### src/hw/fbci_pkg.sv
// Constants and carrier types for the flash bus command host controller
package fbci_pkg;
  // ---------------------------------------------------------------
  // Timing
  // ---------------------------------------------------------------
  localparam int CLK_PERIOD_PS = 4000;
  localparam int GLITCH_NS = 5;
  localparam int STROBE_NS = 40;
  localparam int STROBE_CYC = (STROBE_NS * 1000 + CLK_PERIOD_PS - 1) / CLK_PERIOD_PS;
  localparam int SETUP_NS = 20;
  localparam int SETUP_CYC = (SETUP_NS * 1000 + CLK_PERIOD_PS - 1) / CLK_PERIOD_PS;
  localparam int READ_ACCESS_NS = 80;
  localparam int READ_CYC = (READ_ACCESS_NS * 1000 + CLK_PERIOD_PS - 1) / CLK_PERIOD_PS;
  localparam int RECOVER_NS = 50;
  localparam int RECOVER_CYC = (RECOVER_NS * 1000 + CLK_PERIOD_PS - 1) / CLK_PERIOD_PS;
  localparam int ABORT_US = 10;
  localparam int ABORT_CYC = (ABORT_US * 1000000 + CLK_PERIOD_PS - 1) / CLK_PERIOD_PS;
  // ---------------------------------------------------------------
  // Unlock addresses and command codes
  // ---------------------------------------------------------------
  localparam logic [11:0] UNLK1_WORD = 12'h555;
  localparam logic [11:0] UNLK2_WORD = 12'h2aa;
  localparam logic [11:0] UNLK1_BYTE = 12'haaa;
  localparam logic [11:0] UNLK2_BYTE = 12'h555;
  localparam logic [7:0] CODE_UNLK1 = 8'haa;
  localparam logic [7:0] CODE_UNLK2 = 8'h55;
  localparam logic [7:0] CODE_RESET = 8'hf0;
  localparam logic [7:0] CODE_IDENT = 8'h90;
  localparam logic [7:0] CODE_PROG = 8'ha0;
  localparam logic [7:0] CODE_ERASE = 8'h80;
  localparam logic [7:0] CODE_CHIP = 8'h10;
  localparam logic [7:0] CODE_BLOCK = 8'h30;
  localparam logic [7:0] CODE_SUSP = 8'hb0;
  localparam logic [7:0] CODE_RESUME = 8'h30;
  localparam logic [1:0] ID_MAKER = 2'h0;
  localparam logic [1:0] ID_PART = 2'h1;
  localparam logic [1:0] ID_PROT = 2'h2;

  // ---------------------------------------------------------------
  // Types
  // ---------------------------------------------------------------
  typedef enum logic [3:0] {
    FBCI_CMD_READ = 4'h0, FBCI_CMD_RESET = 4'h1, FBCI_CMD_RESET3 = 4'h2,
    FBCI_CMD_IDENT = 4'h3, FBCI_CMD_PROG = 4'h4, FBCI_CMD_CHIP = 4'h5,
    FBCI_CMD_BLOCK = 4'h6, FBCI_CMD_SUSP = 4'h7, FBCI_CMD_RESUME = 4'h8,
    FBCI_CMD_ADDBLK = 4'h9, FBCI_CMD_IDREAD = 4'ha
  } fbci_cmd_t;

  typedef struct packed {
    fbci_cmd_t cmd;
    logic [19:0] addr;
    logic [15:0] data;
    logic slow_abort;
  } fbci_req_t;

  typedef struct packed {
    logic [19:0] addr;
    logic [15:0] data;
  } fbci_cycle_t;

  typedef struct packed {
    logic ce_n;
    logic oe_n;
    logic we_n;
  } fbci_strobe_t;

  localparam logic [2:0] SEQ_MAX = 3'h6;
endpackage

### src/hw/fbci_host.sv
// Host-side controller that issues bus cycles and command sequences to the flash
module fbci_host import fbci_pkg::*; #(
  parameter int ABORT_WAIT = ABORT_CYC
) (
  input wire logic core_clk_in,
  input wire logic sys_rst_in,
  input wire logic req_valid_in,
  input wire fbci_req_t req_in,
  input wire logic byte_mode_in,
  input wire logic [15:0] flash_dq_in,
  input wire logic ready_busy_in,
  output logic req_ready_out,
  output logic rsp_valid_out,
  output logic [15:0] rsp_data_out,
  output logic device_busy_out,
  output fbci_strobe_t flash_strobe_out,
  output logic [19:0] flash_addr_out,
  output logic [15:0] flash_dq_out,
  output logic flash_dq_oe_out,
  output logic flash_byte_n_out
);
  // Refuse settings the sequencer cannot serve, at elaboration
  if (ABORT_WAIT < 1) begin : g_bad_abort
    $error("ABORT_WAIT must be at least one cycle");
  end
  if (STROBE_CYC * CLK_PERIOD_PS <= GLITCH_NS * 1000) begin : g_bad_strobe
    $error("strobe too short");
  end

  typedef enum logic [2:0] {
    FBCI_IDLE = 3'b000, FBCI_SETUP = 3'b001, FBCI_PULSE = 3'b011,
    FBCI_HOLD = 3'b010, FBCI_READ = 3'b110, FBCI_WAIT = 3'b111
  } fbci_state_t;

  fbci_state_t state;
  fbci_req_t cur;
  logic [2:0] step;
  logic [2:0] len;
  logic [31:0] cnt;
  logic rb_s1, rb_s2, rb_s3;
  logic rb_low;
  logic [11:0] u1, u2;
  fbci_cycle_t next_cycle;
  logic [31:0] next_wait;

  // ---------------------------------------------------------------
  // Ready/busy pin synchroniser, three stages
  // ---------------------------------------------------------------
  // A change counts only once stages two and three agree
  always_ff @(posedge core_clk_in or posedge sys_rst_in) begin
    if (sys_rst_in) begin
      rb_s1 <= 1'b1;
      rb_s2 <= 1'b1;
      rb_s3 <= 1'b1;
      rb_low <= 1'b0;
    end else begin
      rb_s1 <= ready_busy_in;
      rb_s2 <= rb_s1;
      rb_s3 <= rb_s2;
      if (rb_s2 == rb_s3) begin
        rb_low <= ~rb_s3;
      end
    end
  end

  always_ff @(posedge core_clk_in or posedge sys_rst_in) begin
    if (sys_rst_in) begin
      device_busy_out <= 1'b0;
    end else begin
      device_busy_out <= rb_low;
    end
  end

  // ---------------------------------------------------------------
  // Command sequence table
  // ---------------------------------------------------------------
  // Unlock addresses follow the bus width; codes stay the same
  assign u1 = byte_mode_in ? UNLK1_BYTE : UNLK1_WORD;
  assign u2 = byte_mode_in ? UNLK2_BYTE : UNLK2_WORD;

  always_comb begin
    next_cycle = '{addr: {8'h00, u1}, data: {8'h00, CODE_UNLK1}};
    if (step == 3'h1 || step == 3'h4) begin
      next_cycle = '{addr: {8'h00, u2}, data: {8'h00, CODE_UNLK2}};
    end else if (step == 3'h3) begin
      next_cycle = '{addr: {8'h00, u1}, data: {8'h00, CODE_UNLK1}};
    end
    case (cur.cmd)
      FBCI_CMD_RESET: next_cycle = '{addr: cur.addr, data: {8'h00, CODE_RESET}};
      FBCI_CMD_SUSP: next_cycle = '{addr: cur.addr, data: {8'h00, CODE_SUSP}};
      FBCI_CMD_RESUME: next_cycle = '{addr: cur.addr, data: {8'h00, CODE_RESUME}};
      FBCI_CMD_ADDBLK: next_cycle = '{addr: cur.addr, data: {8'h00, CODE_BLOCK}};
      FBCI_CMD_RESET3: begin
        if (step == 3'h2) next_cycle = '{addr: cur.addr, data: {8'h00, CODE_RESET}};
      end
      FBCI_CMD_IDENT: begin
        if (step == 3'h2) next_cycle.data = {8'h00, CODE_IDENT};
      end
      FBCI_CMD_PROG: begin
        if (step == 3'h2) next_cycle.data = {8'h00, CODE_PROG};
        if (step == 3'h3) next_cycle = '{addr: cur.addr, data: cur.data};
      end
      FBCI_CMD_CHIP, FBCI_CMD_BLOCK: begin
        if (step == 3'h2) next_cycle.data = {8'h00, CODE_ERASE};
        if (step == 3'h5 && cur.cmd == FBCI_CMD_CHIP) next_cycle.data = {8'h00, CODE_CHIP};
        if (step == 3'h5 && cur.cmd == FBCI_CMD_BLOCK) begin
          next_cycle = '{addr: cur.addr, data: {8'h00, CODE_BLOCK}};
        end
      end
      default: next_cycle = '{addr: cur.addr, data: cur.data};
    endcase
    if (byte_mode_in) next_cycle.data[15:8] = 8'h00;
  end

  // Wait after the last write: long for aborting resets, else recovery gap
  always_comb begin
    next_wait = 32'(RECOVER_CYC);
    if (cur.slow_abort && (cur.cmd == FBCI_CMD_RESET || cur.cmd == FBCI_CMD_RESET3)) begin
      next_wait = 32'(ABORT_WAIT);
    end
  end

  // ---------------------------------------------------------------
  // Bus cycle sequencer
  // ---------------------------------------------------------------
  // Every write is OE high, address set before strobes fall, data held past rise
  always_ff @(posedge core_clk_in or posedge sys_rst_in) begin
    if (sys_rst_in) begin
      state <= FBCI_IDLE;
      cur <= '0;
      step <= 3'h0;
      len <= 3'h0;
      cnt <= 32'h0;
      req_ready_out <= 1'b0;
      rsp_valid_out <= 1'b0;
      rsp_data_out <= 16'h0000;
      flash_strobe_out <= '{ce_n: 1'b1, oe_n: 1'b1, we_n: 1'b1};
      flash_addr_out <= 20'h00000;
      flash_dq_out <= 16'h0000;
      flash_dq_oe_out <= 1'b0;
      flash_byte_n_out <= 1'b1;
    end else begin
      rsp_valid_out <= 1'b0;
      flash_byte_n_out <= ~byte_mode_in;
      case (state)
        FBCI_IDLE: begin
          req_ready_out <= ~rb_low;
          flash_strobe_out <= '{ce_n: 1'b1, oe_n: 1'b1, we_n: 1'b1};
          flash_dq_oe_out <= 1'b0;
          if (req_valid_in && req_ready_out) begin
            req_ready_out <= 1'b0;
            cur <= req_in;
            step <= 3'h0;
            cnt <= 32'(SETUP_CYC);
            case (req_in.cmd)
              FBCI_CMD_READ, FBCI_CMD_IDREAD: begin
                len <= 3'h0;
                flash_addr_out <= req_in.addr;
                state <= FBCI_READ;
              end
              FBCI_CMD_RESET3, FBCI_CMD_IDENT: len <= 3'h3;
              FBCI_CMD_PROG: len <= 3'h4;
              FBCI_CMD_CHIP, FBCI_CMD_BLOCK: len <= SEQ_MAX;
              default: len <= 3'h1;
            endcase
            if (req_in.cmd != FBCI_CMD_READ && req_in.cmd != FBCI_CMD_IDREAD) begin
              state <= FBCI_SETUP;
            end
          end
        end
        FBCI_SETUP: begin
          // Address and data settle with strobes high and OE held high
          flash_addr_out <= next_cycle.addr;
          flash_dq_out <= next_cycle.data;
          flash_dq_oe_out <= 1'b1;
          flash_strobe_out <= '{ce_n: 1'b1, oe_n: 1'b1, we_n: 1'b1};
          if (cnt <= 32'h1) begin
            cnt <= 32'(STROBE_CYC);
            state <= FBCI_PULSE;
          end else begin
            cnt <= cnt - 32'h1;
          end
        end
        FBCI_PULSE: begin
          // Pulse spans many ns so it is never mistaken for a glitch
          flash_strobe_out <= '{ce_n: 1'b0, oe_n: 1'b1, we_n: 1'b0};
          if (cnt <= 32'h1) begin
            cnt <= 32'(SETUP_CYC);
            state <= FBCI_HOLD;
          end else begin
            cnt <= cnt - 32'h1;
          end
        end
        FBCI_HOLD: begin
          // Strobes rise while data still driven
          flash_strobe_out <= '{ce_n: 1'b1, oe_n: 1'b1, we_n: 1'b1};
          if (cnt <= 32'h1) begin
            if (step == len - 3'h1) begin
              flash_dq_oe_out <= 1'b0;
              cnt <= next_wait;
              state <= FBCI_WAIT;
            end else begin
              step <= step + 3'h1;
              cnt <= 32'(SETUP_CYC);
              state <= FBCI_SETUP;
            end
          end else begin
            cnt <= cnt - 32'h1;
          end
        end
        FBCI_READ: begin
          // Drive low only after the address stands, then sample
          flash_dq_oe_out <= 1'b0;
          flash_strobe_out <= '{ce_n: 1'b0, oe_n: 1'b0, we_n: 1'b1};
          // Step zero counts address setup, step one the access time
          if (cnt <= 32'h1 && !flash_strobe_out.oe_n) begin
            if (step == 3'h0) begin
              step <= 3'h1;
              cnt <= 32'(READ_CYC);
            end else begin
              rsp_data_out <= byte_mode_in ? {8'h00, flash_dq_in[7:0]} : flash_dq_in;
              rsp_valid_out <= 1'b1;
              flash_strobe_out <= '{ce_n: 1'b1, oe_n: 1'b1, we_n: 1'b1};
              cnt <= 32'(RECOVER_CYC);
              state <= FBCI_WAIT;
            end
          end else begin
            cnt <= cnt - 32'h1;
          end
        end
        FBCI_WAIT: begin
          // Select stays high; the next read or write re-lowers it after the gap
          flash_strobe_out <= '{ce_n: 1'b1, oe_n: 1'b1, we_n: 1'b1};
          if (cnt <= 32'h1) begin
            state <= FBCI_IDLE;
          end else begin
            cnt <= cnt - 32'h1;
          end
        end
        default: state <= FBCI_IDLE;
      endcase
    end
  end
endmodule

### config.mk
export PLATFORM = sky130hd
export DESIGN_NAME = fbci_host
export DESIGN_NICKNAME = d
export VERILOG_FILES = /design/src/hw/fbci_pkg.sv /design/src/hw/fbci_host.sv
export SDC_FILE = /design/constraint.sdc
export NUM_CORES = 1
export LEC_CHECK = 0
export ABC_AREA = 1
export BUFFER_PORTS_ARGS = -buffer_cell sky130_fd_sc_hd__buf_4
export CAP_MARGIN = 15
export CORE_ASPECT_RATIO = 0.7
export CORE_UTILIZATION = 40
export DETAILED_ROUTE_END_ITERATION = 10
export PLACE_DENSITY_LB_ADDON = 0.25
export SETUP_SLACK_MARGIN = 0.2
export SLEW_MARGIN = 20
export SYNTH_ARGS = -nofsm -noshare
export SYNTH_HDL_FRONTEND = slang
export SYNTH_SLANG_ARGS = --single-unit
### constraint.sdc
create_clock -name core_clk_in -period 6.7 [get_ports core_clk_in]
set_clock_uncertainty 0.1 [all_clocks]
set_input_delay 0.67 -clock core_clk_in [delete_from_list [all_inputs] [get_ports core_clk_in]]
set_output_delay 0.67 -clock core_clk_in [all_outputs]
set_load 0.1 [all_outputs]
; Word level (Yosys, flattened, before mapping)
; Cells that the tools add are included.
[op_classes]
add_sub_neg = 3
order_cmp = 1
n_eq_ne = 41
muxes = 55
n_bitwise = 4
n_reduce_logical = 32
[ops]
columns = cell, n
row1 = two-way mux 32 bit, 6
row2 = case mux 32 bit (6 select lines), 1
row3 = case mux 16 bit (7 select lines), 1
row4 = two-way mux 36 bit, 3
row5 = two-way mux 16 bit, 5
row6 = case mux 20 bit (4 select lines), 1
row7 = two-way mux 3 bit, 17
row8 = two-way mux 20 bit, 2
row9 = case mux 20 bit (2 select lines), 1
row10 = two-way mux 12 bit, 3
row11 = less-or-equal comparator 32 x 1 -> 1 bit (second input constant), 1
row12 = subtractor 32 x 1 -> 32 bit (second input constant), 1
row13 = equality test 4 x 3 -> 1 bit (second input constant), 7
row14 = two-way mux 28 bit, 1
row15 = inequality test 2 bit (second input constant), 11
row16 = case mux 3 bit (3 select lines), 2
row17 = case mux 3 bit (6 select lines), 1
row18 = equality test 4 x 2 -> 1 bit (second input constant), 4
row19 = equality test 3 x 2 -> 1 bit (second input constant), 4
row20 = equality test 3 bit (second input constant), 4
row21 = equality test 4 bit (second input constant), 3
row22 = case mux 3 bit (4 select lines), 1
row23 = AND reduction 3 bit, 4
row24 = OR reduction 2 bit, 6
row25 = 28 further kinds, 46
[word_totals]
reg_bits = 146

; Longest topological paths before layout
[logic_depth]
depth_word = 8
mapped_depth = 15
ltp_nobuf = 15

; Worst setup path before layout
; No wires, ideal clock.
[synth_path]
kind = reg-to-reg
from = register step[1]
to = register flash_addr_out[1]
arrival_time_ps = 2155
t_required_ps = 6477
slack_ps = 4322
path_stages_with_launch = 14
path_cell_list = dfrtp_1 -> inv_1 -> ha_1 -> inv_1 -> o21ai_0 -> inv_1 -> ha_1 -> inv_1 -> o21ai_0 -> a21oi_1 -> nor3_1 -> nand2_1 -> nand2_1 -> a21oi_1
[synth_via]
elab_chain_len = 6
elab_cells_between_ends = 13
classes_between = eq/ne (5) / mux (6) / reduce/logical (2)
[synth_lines]
columns = item, line_no
row1 = "start, declared", fbci_host.sv:37  ; logic [2:0] step;
row2 = "start signal, assigned", fbci_host.sv:203  ; step <= step + 3'h1;
row3 = equality test 3 x 1 -> 1 bit / equality test 3 bit (equally long branches), fbci_host.sv:83  ; if (step == 3'h1 || step == 3'h4) begin
row4 = logical OR 1 bit, fbci_host.sv:83
row5 = two-way mux 28 bit, fbci_host.sv:83
row6 = two-way mux 36 bit (on tied branches), "fbci_host.sv:106, fbci_host.sv:94, fbci_host.sv:101"
row7 = case mux 20 bit (4 select lines) (*), fbci_host.sv:88  ; case (cur.cmd)
row8 = case mux 20 bit (2 select lines) (*), fbci_host.sv:145  ; case (state)
row9 = "end signal, assigned", fbci_host.sv:158  ; flash_addr_out <= req_in.addr;
row10 = "end signal, assigned", fbci_host.sv:173  ; flash_addr_out <= next_cycle.addr;
row11 = "end, declared", fbci_host.sv:17  ; output logic [19:0] flash_addr_out,
; Mark *: on every way between the ends. The rest lies on a longest branch, timed or not.
; A chain may end at the register's enable or synchronous reset.

; Worst setup path after layout
[layout_path]
from = register state[1]
to = register len[0]
[layout_via]
elab_chain_len = 2
[layout_lines]
columns = item, line_no
row1 = "start, declared", fbci_host.sv:35  ; fbci_state_t state;
row2 = "start signal, assigned", fbci_host.sv:129  ; state <= FBCI_IDLE;
row3 = "start signal, assigned", fbci_host.sv:159  ; state <= FBCI_READ;
row4 = "start signal, assigned", fbci_host.sv:167  ; state <= FBCI_SETUP;
row5 = logical NOT 3 bit, fbci_host.sv:145
row6 = AND reduction 2 bit (no line), -
row7 = "end signal, assigned", fbci_host.sv:157  ; len <= 3'h0;
row8 = "end signal, assigned", fbci_host.sv:161  ; FBCI_CMD_RESET3, FBCI_CMD_IDENT: len <= 3'h3;
row9 = "end signal, assigned", fbci_host.sv:162  ; FBCI_CMD_PROG: len <= 3'h4;
row10 = "end, declared", fbci_host.sv:38  ; logic [2:0] len;
; Every way passes these cells.

==> results.md <==
- The number of flops mapped to enable cells by yosys is 0.
- The count of state elements after synthesis is between 100 and 150.
- In this design, the critical path's most frequently occurring cell is sky130_fd_sc_hd__nand2_1.
- Summed over all instances, the cell type with the most area after synthesis is sky130_fd_sc_hd__dfrtp_1.
- The count of instances resized after the clock tree is built is 0.
- Counting every net in the synthesized netlist gives 1164.
- The area of the multi-input gates is just under 4000 µm².
- The number of buffers and inverters on the critical path is 3.
- The number of failing hold endpoints at the final stage is 0.
- The analysis attributes to cell leakage a power of roughly 5 nW.
- Summing every instance area after synthesis gives approximately 8000 µm².
- The share of cells above drive strength 1 is between 15 and 20%.
- The total of endpoints with negative setup slack in the final report is 0.
- The delay of the slowest cell on the worst path is ~0.7 ns.
- The post-detailed-route via-to-cell ratio is approximately 5.
- For this design, the slowest cell found on the critical path is sky130_fd_sc_hd__clkinv_1.
- In this run, flip-flops and latches consume 26.0% of the power.
- The clock network is responsible for roughly 17% of the overall power.
- The Yosys step of the flow raised 0 warnings.
- The depth of the CTS H-tree is 4.
- Measured against its own limit, the worst slew margin works out to ~43%.
- The via count of the first global-routing pass is approximately 6900.
- The count of distinct cell types in the synthesized netlist is 50.
- In the post-synthesis netlist, the biggest area contributors are sky130_fd_sc_hd__dfrtp_1 (43%), sky130_fd_sc_hd__nand2_1 (15%), sky130_fd_sc_hd__o21ai_0 (5.3%), sky130_fd_sc_hd__nor2_1 (5.0%), sky130_fd_sc_hd__inv_1 (4.9%).
- The sequential cell area in the final layout is ~3700 µm².
- The number of placement rows is 43.
- The reg-to-reg critical path startpoint is state[1].
- The switching power is between 3 and 4 mW.
- In the final routing, the length of wire on met1 measures 11500 µm.
- The startpoint class of the critical path is a register.
- The mean instance size in the synthesized netlist is 7.413 µm².
- The transition time at the pin with the least slew margin is around 0.85 ns.
- The synthesized instance count is 1093.
- In this run, the number of DRC markers left after iteration 0 of detailed routing was a little under 700.
- The placed instance area is approximately 9000 µm².
- The top-level I/O count is around 120.
- Setup repair after global routing left no endpoint under its margin.
- The count of hold-fix buffers inserted at cts is 0.
- The achievable clock frequency is 0.3386 GHz.
- In the detailed route, the total length drawn on met2 is 8415 µm.
- Counting along the longest clock path gives a buffer depth of 2.
- The final route contains 7532 vias.
- The worst setup path is captured at a register.
- Walking the worst path, the cells encountered are inv_1 > nand2_1 > nor2_4 > buf_4 > clkinv_1 > a21oi_1 > nand2_1 > o21ai_0.
- Data on the critical path arrives at its endpoint at between 3 and 4 ns.
- The total power is approximately 5.6 mW.
- The cell area power density is 569.6 nW/µm².
- The cell at the root of the clock tree is sky130_fd_sc_hd__clkbuf_16.
- The area added between synthesis and finish is 21.20%.
- The maximum ir drop on the vdd rail is just over 0.0003 V.
- Net switching is between 50% and 60% of the power.
- Clock-pin slew was measured on the worst setup and hold paths at around 0.070 ns.
- The port buffer count is 121.
- The critical path class is reg2reg.
- The HPWL reported at the end of detailed placement is roughly 15000 µm.
- The clock buffer count from CTS is 17.
- The effective utilization at floorplan is between 40% and 50%.
- The count of nets left with antenna violations after detail routing is 0.
- TritonCTS built the clock tree.
- The detailed-router iteration count before antenna repair is 5.
- The worst hold margin is between 0.2 and 0.25 ns.
- For the worst setup path, the data required time is 6.95 ns.
- The most common cell in the synthesized netlist is sky130_fd_sc_hd__nand2_1.
- The remaining design rule violation count is 0.
- The smallest clock period supported by the final layout is computed as 2.953 ns.
- The run finished with clean final reports.
- The final max-slew violation count is 0.
- The setup fix buffers added after clock tree synthesis is 0.
- The final design utilization is between 40% and 50%.
- The predominant post-synthesis flop cell is sky130_fd_sc_hd__dfrtp_1.
- The launch point of the critical path is state[1].
- The worst hold path belongs to the class in2reg.
- The met3 wire length is 1593 µm.
- The initial antenna violation count was 0.
- The die covers approximately 21000 µm².
- The synthesized design devotes to its leading area cell type 42.93% of total area.
- The area of the core is about 20000 µm².
- The routed wirelength normalized by instance count is roughly 15 µm.
- The finished layout cell area is between 9000 and 10000 µm².
- The aggregate negative setup slack is 0 ns.
- The die extent in y is roughly 120 µm.
- The first-pass GRT wire length is roughly 36000 µm.
- The maximum number of pins on one net before global-route repair is 88.
- The fraction of the yosys area taken by sequential cells is a little under half.
- The sink count of the clock tree is around 150.
- The number of antenna diodes in the final layout is 0.
- Counting flops with an async set or reset pin after synthesis yields a share of 100.0%.
- Among cell families on the critical path, the largest total delay comes from buffers and inverters.
- Of the available clock period, the critical path in the final layout requires between 40% and 50%.
- The number of max-cap violations is 0.
- For this run, the total global-route usage over all layers was measured as 22.09%.
- Of all nets on the critical path, the largest fanout is slightly below 70.
- The final RePlAce weighted congestion is around 0.92.
- The later pin in the worst-skew pair is clocked with a latency of around 0.43 ns.
- The total global routing overflow is 0.
- The internal portion of the total power is between 2 and 3 mW.
- The worst hold path begins at ready_busy_in.
- The highest routed metal layer is met4.
- The commonest cells after synthesis are sky130_fd_sc_hd__nand2_1 (323), sky130_fd_sc_hd__dfrtp_1 (139), sky130_fd_sc_hd__nor2_1 (107).
- The final layout contains between 1000 and 1500 nets.
- For this block, the routed nets add up to between 20000 and 25000 µm of wire.
- After filler insertion, the fill cell instance count of the layout stands at about 2000.
- Measured along the x axis, the die boundary spans about 170 µm.
- The fraction of power consumed by combinational cells is about 57%.
## worst paths after layout
| path | to | slack [ns] | depth (start not counted) |
|---|---|---|---|
| min in group asynchronous | rsp_data_out[1] | 0.30 | 2 |
| min reg2reg | rb_s2 | 0.26 | 0 |
| max | len[0] | 3.75 | 8 |
| max reg2reg | len[0] | 3.75 | 8 |
| min | rb_s1 | 0.25 | 1 |
| max in group asynchronous | flash_addr_out[9] | 4.90 | 3 |
## state kept, by name, indices dropped and copies added, names as in the netlist, 3 cells and up
register and cells:
cnt 32, flash_dq_out 16, flash_strobe_out 3, len 3, rsp_data_out 16, step 3, state 3, flash_addr_out 20
cur 41
## placed cells by master (no fill, tap or decap), types with 11 or more instances in the layout
master                      netlist  layout
sky130_fd_sc_hd__a21oi_1         75      75
sky130_fd_sc_hd__clkbuf_16        0      17
sky130_fd_sc_hd__dfrtp_1        139     139
sky130_fd_sc_hd__o21bai_1        11      11
sky130_fd_sc_hd__o21ai_1         15      15
sky130_fd_sc_hd__inv_1          106     105
sky130_fd_sc_hd__nand2_1        323     323
sky130_fd_sc_hd__nand3_1         58      58
sky130_fd_sc_hd__o21ai_0         86      86
sky130_fd_sc_hd__buf_4            0     125
sky130_fd_sc_hd__nor2_1         107     105
sky130_fd_sc_hd__nand4_1         18      18
sky130_fd_sc_hd__nor3_1          12      12
sky130_fd_sc_hd__nor2_2          23      24
## power by group through the flow
stage	Clock, mW	Combinational, mW	Sequential, mW
floorplan	0	1.73	2.18
global placement	0	3.15	1.46
detailed placement	0	3.17	1.46
CTS	0.967	3.18	1.45
global route	1.01	3.52	1.49
finish	0.947	3.19	1.45
## stage by stage
| step | cells | worst slack, ns |
|---|---|---|
| after floorplan | 1093 | 2.019 |
| after global placement | 1455 | 3.751 |
| after detailed placement | 1455 | 3.686 |
| after CTS | 1487 | 3.788 |
| after global routing | 1487 | 3.491 |
| final | 1487 | 3.747 |
## cell families after synthesis
kind of cell,Yosys count,synth area share (%)
simple gates,570,30.76
compound gates,211,14.45
buf+inv,148,7.227
flops,146,45.20
xor+xnor,9,0.9728
fa+ha+maj,9,1.390
## per-layer routing
layer | vias up | track usage (%)
li1 | 3763 | -
met1 | 3497 | 35.48
met2 | 256 | 29.31
met3 | 16 | 4.860
met4 | 0 | 4.978
met5 | - | 0
## area by class of cell
type,instances,share of cell area [%]
tap,270,3.440
inverter,115,4.446
clock inverter,14,1.440
sequential,146,37.29
multi-input combinational,799,39.36
clock buffer,18,4.472
timing repair buffer,125,9.555
(Power assumes the default switching activity.)
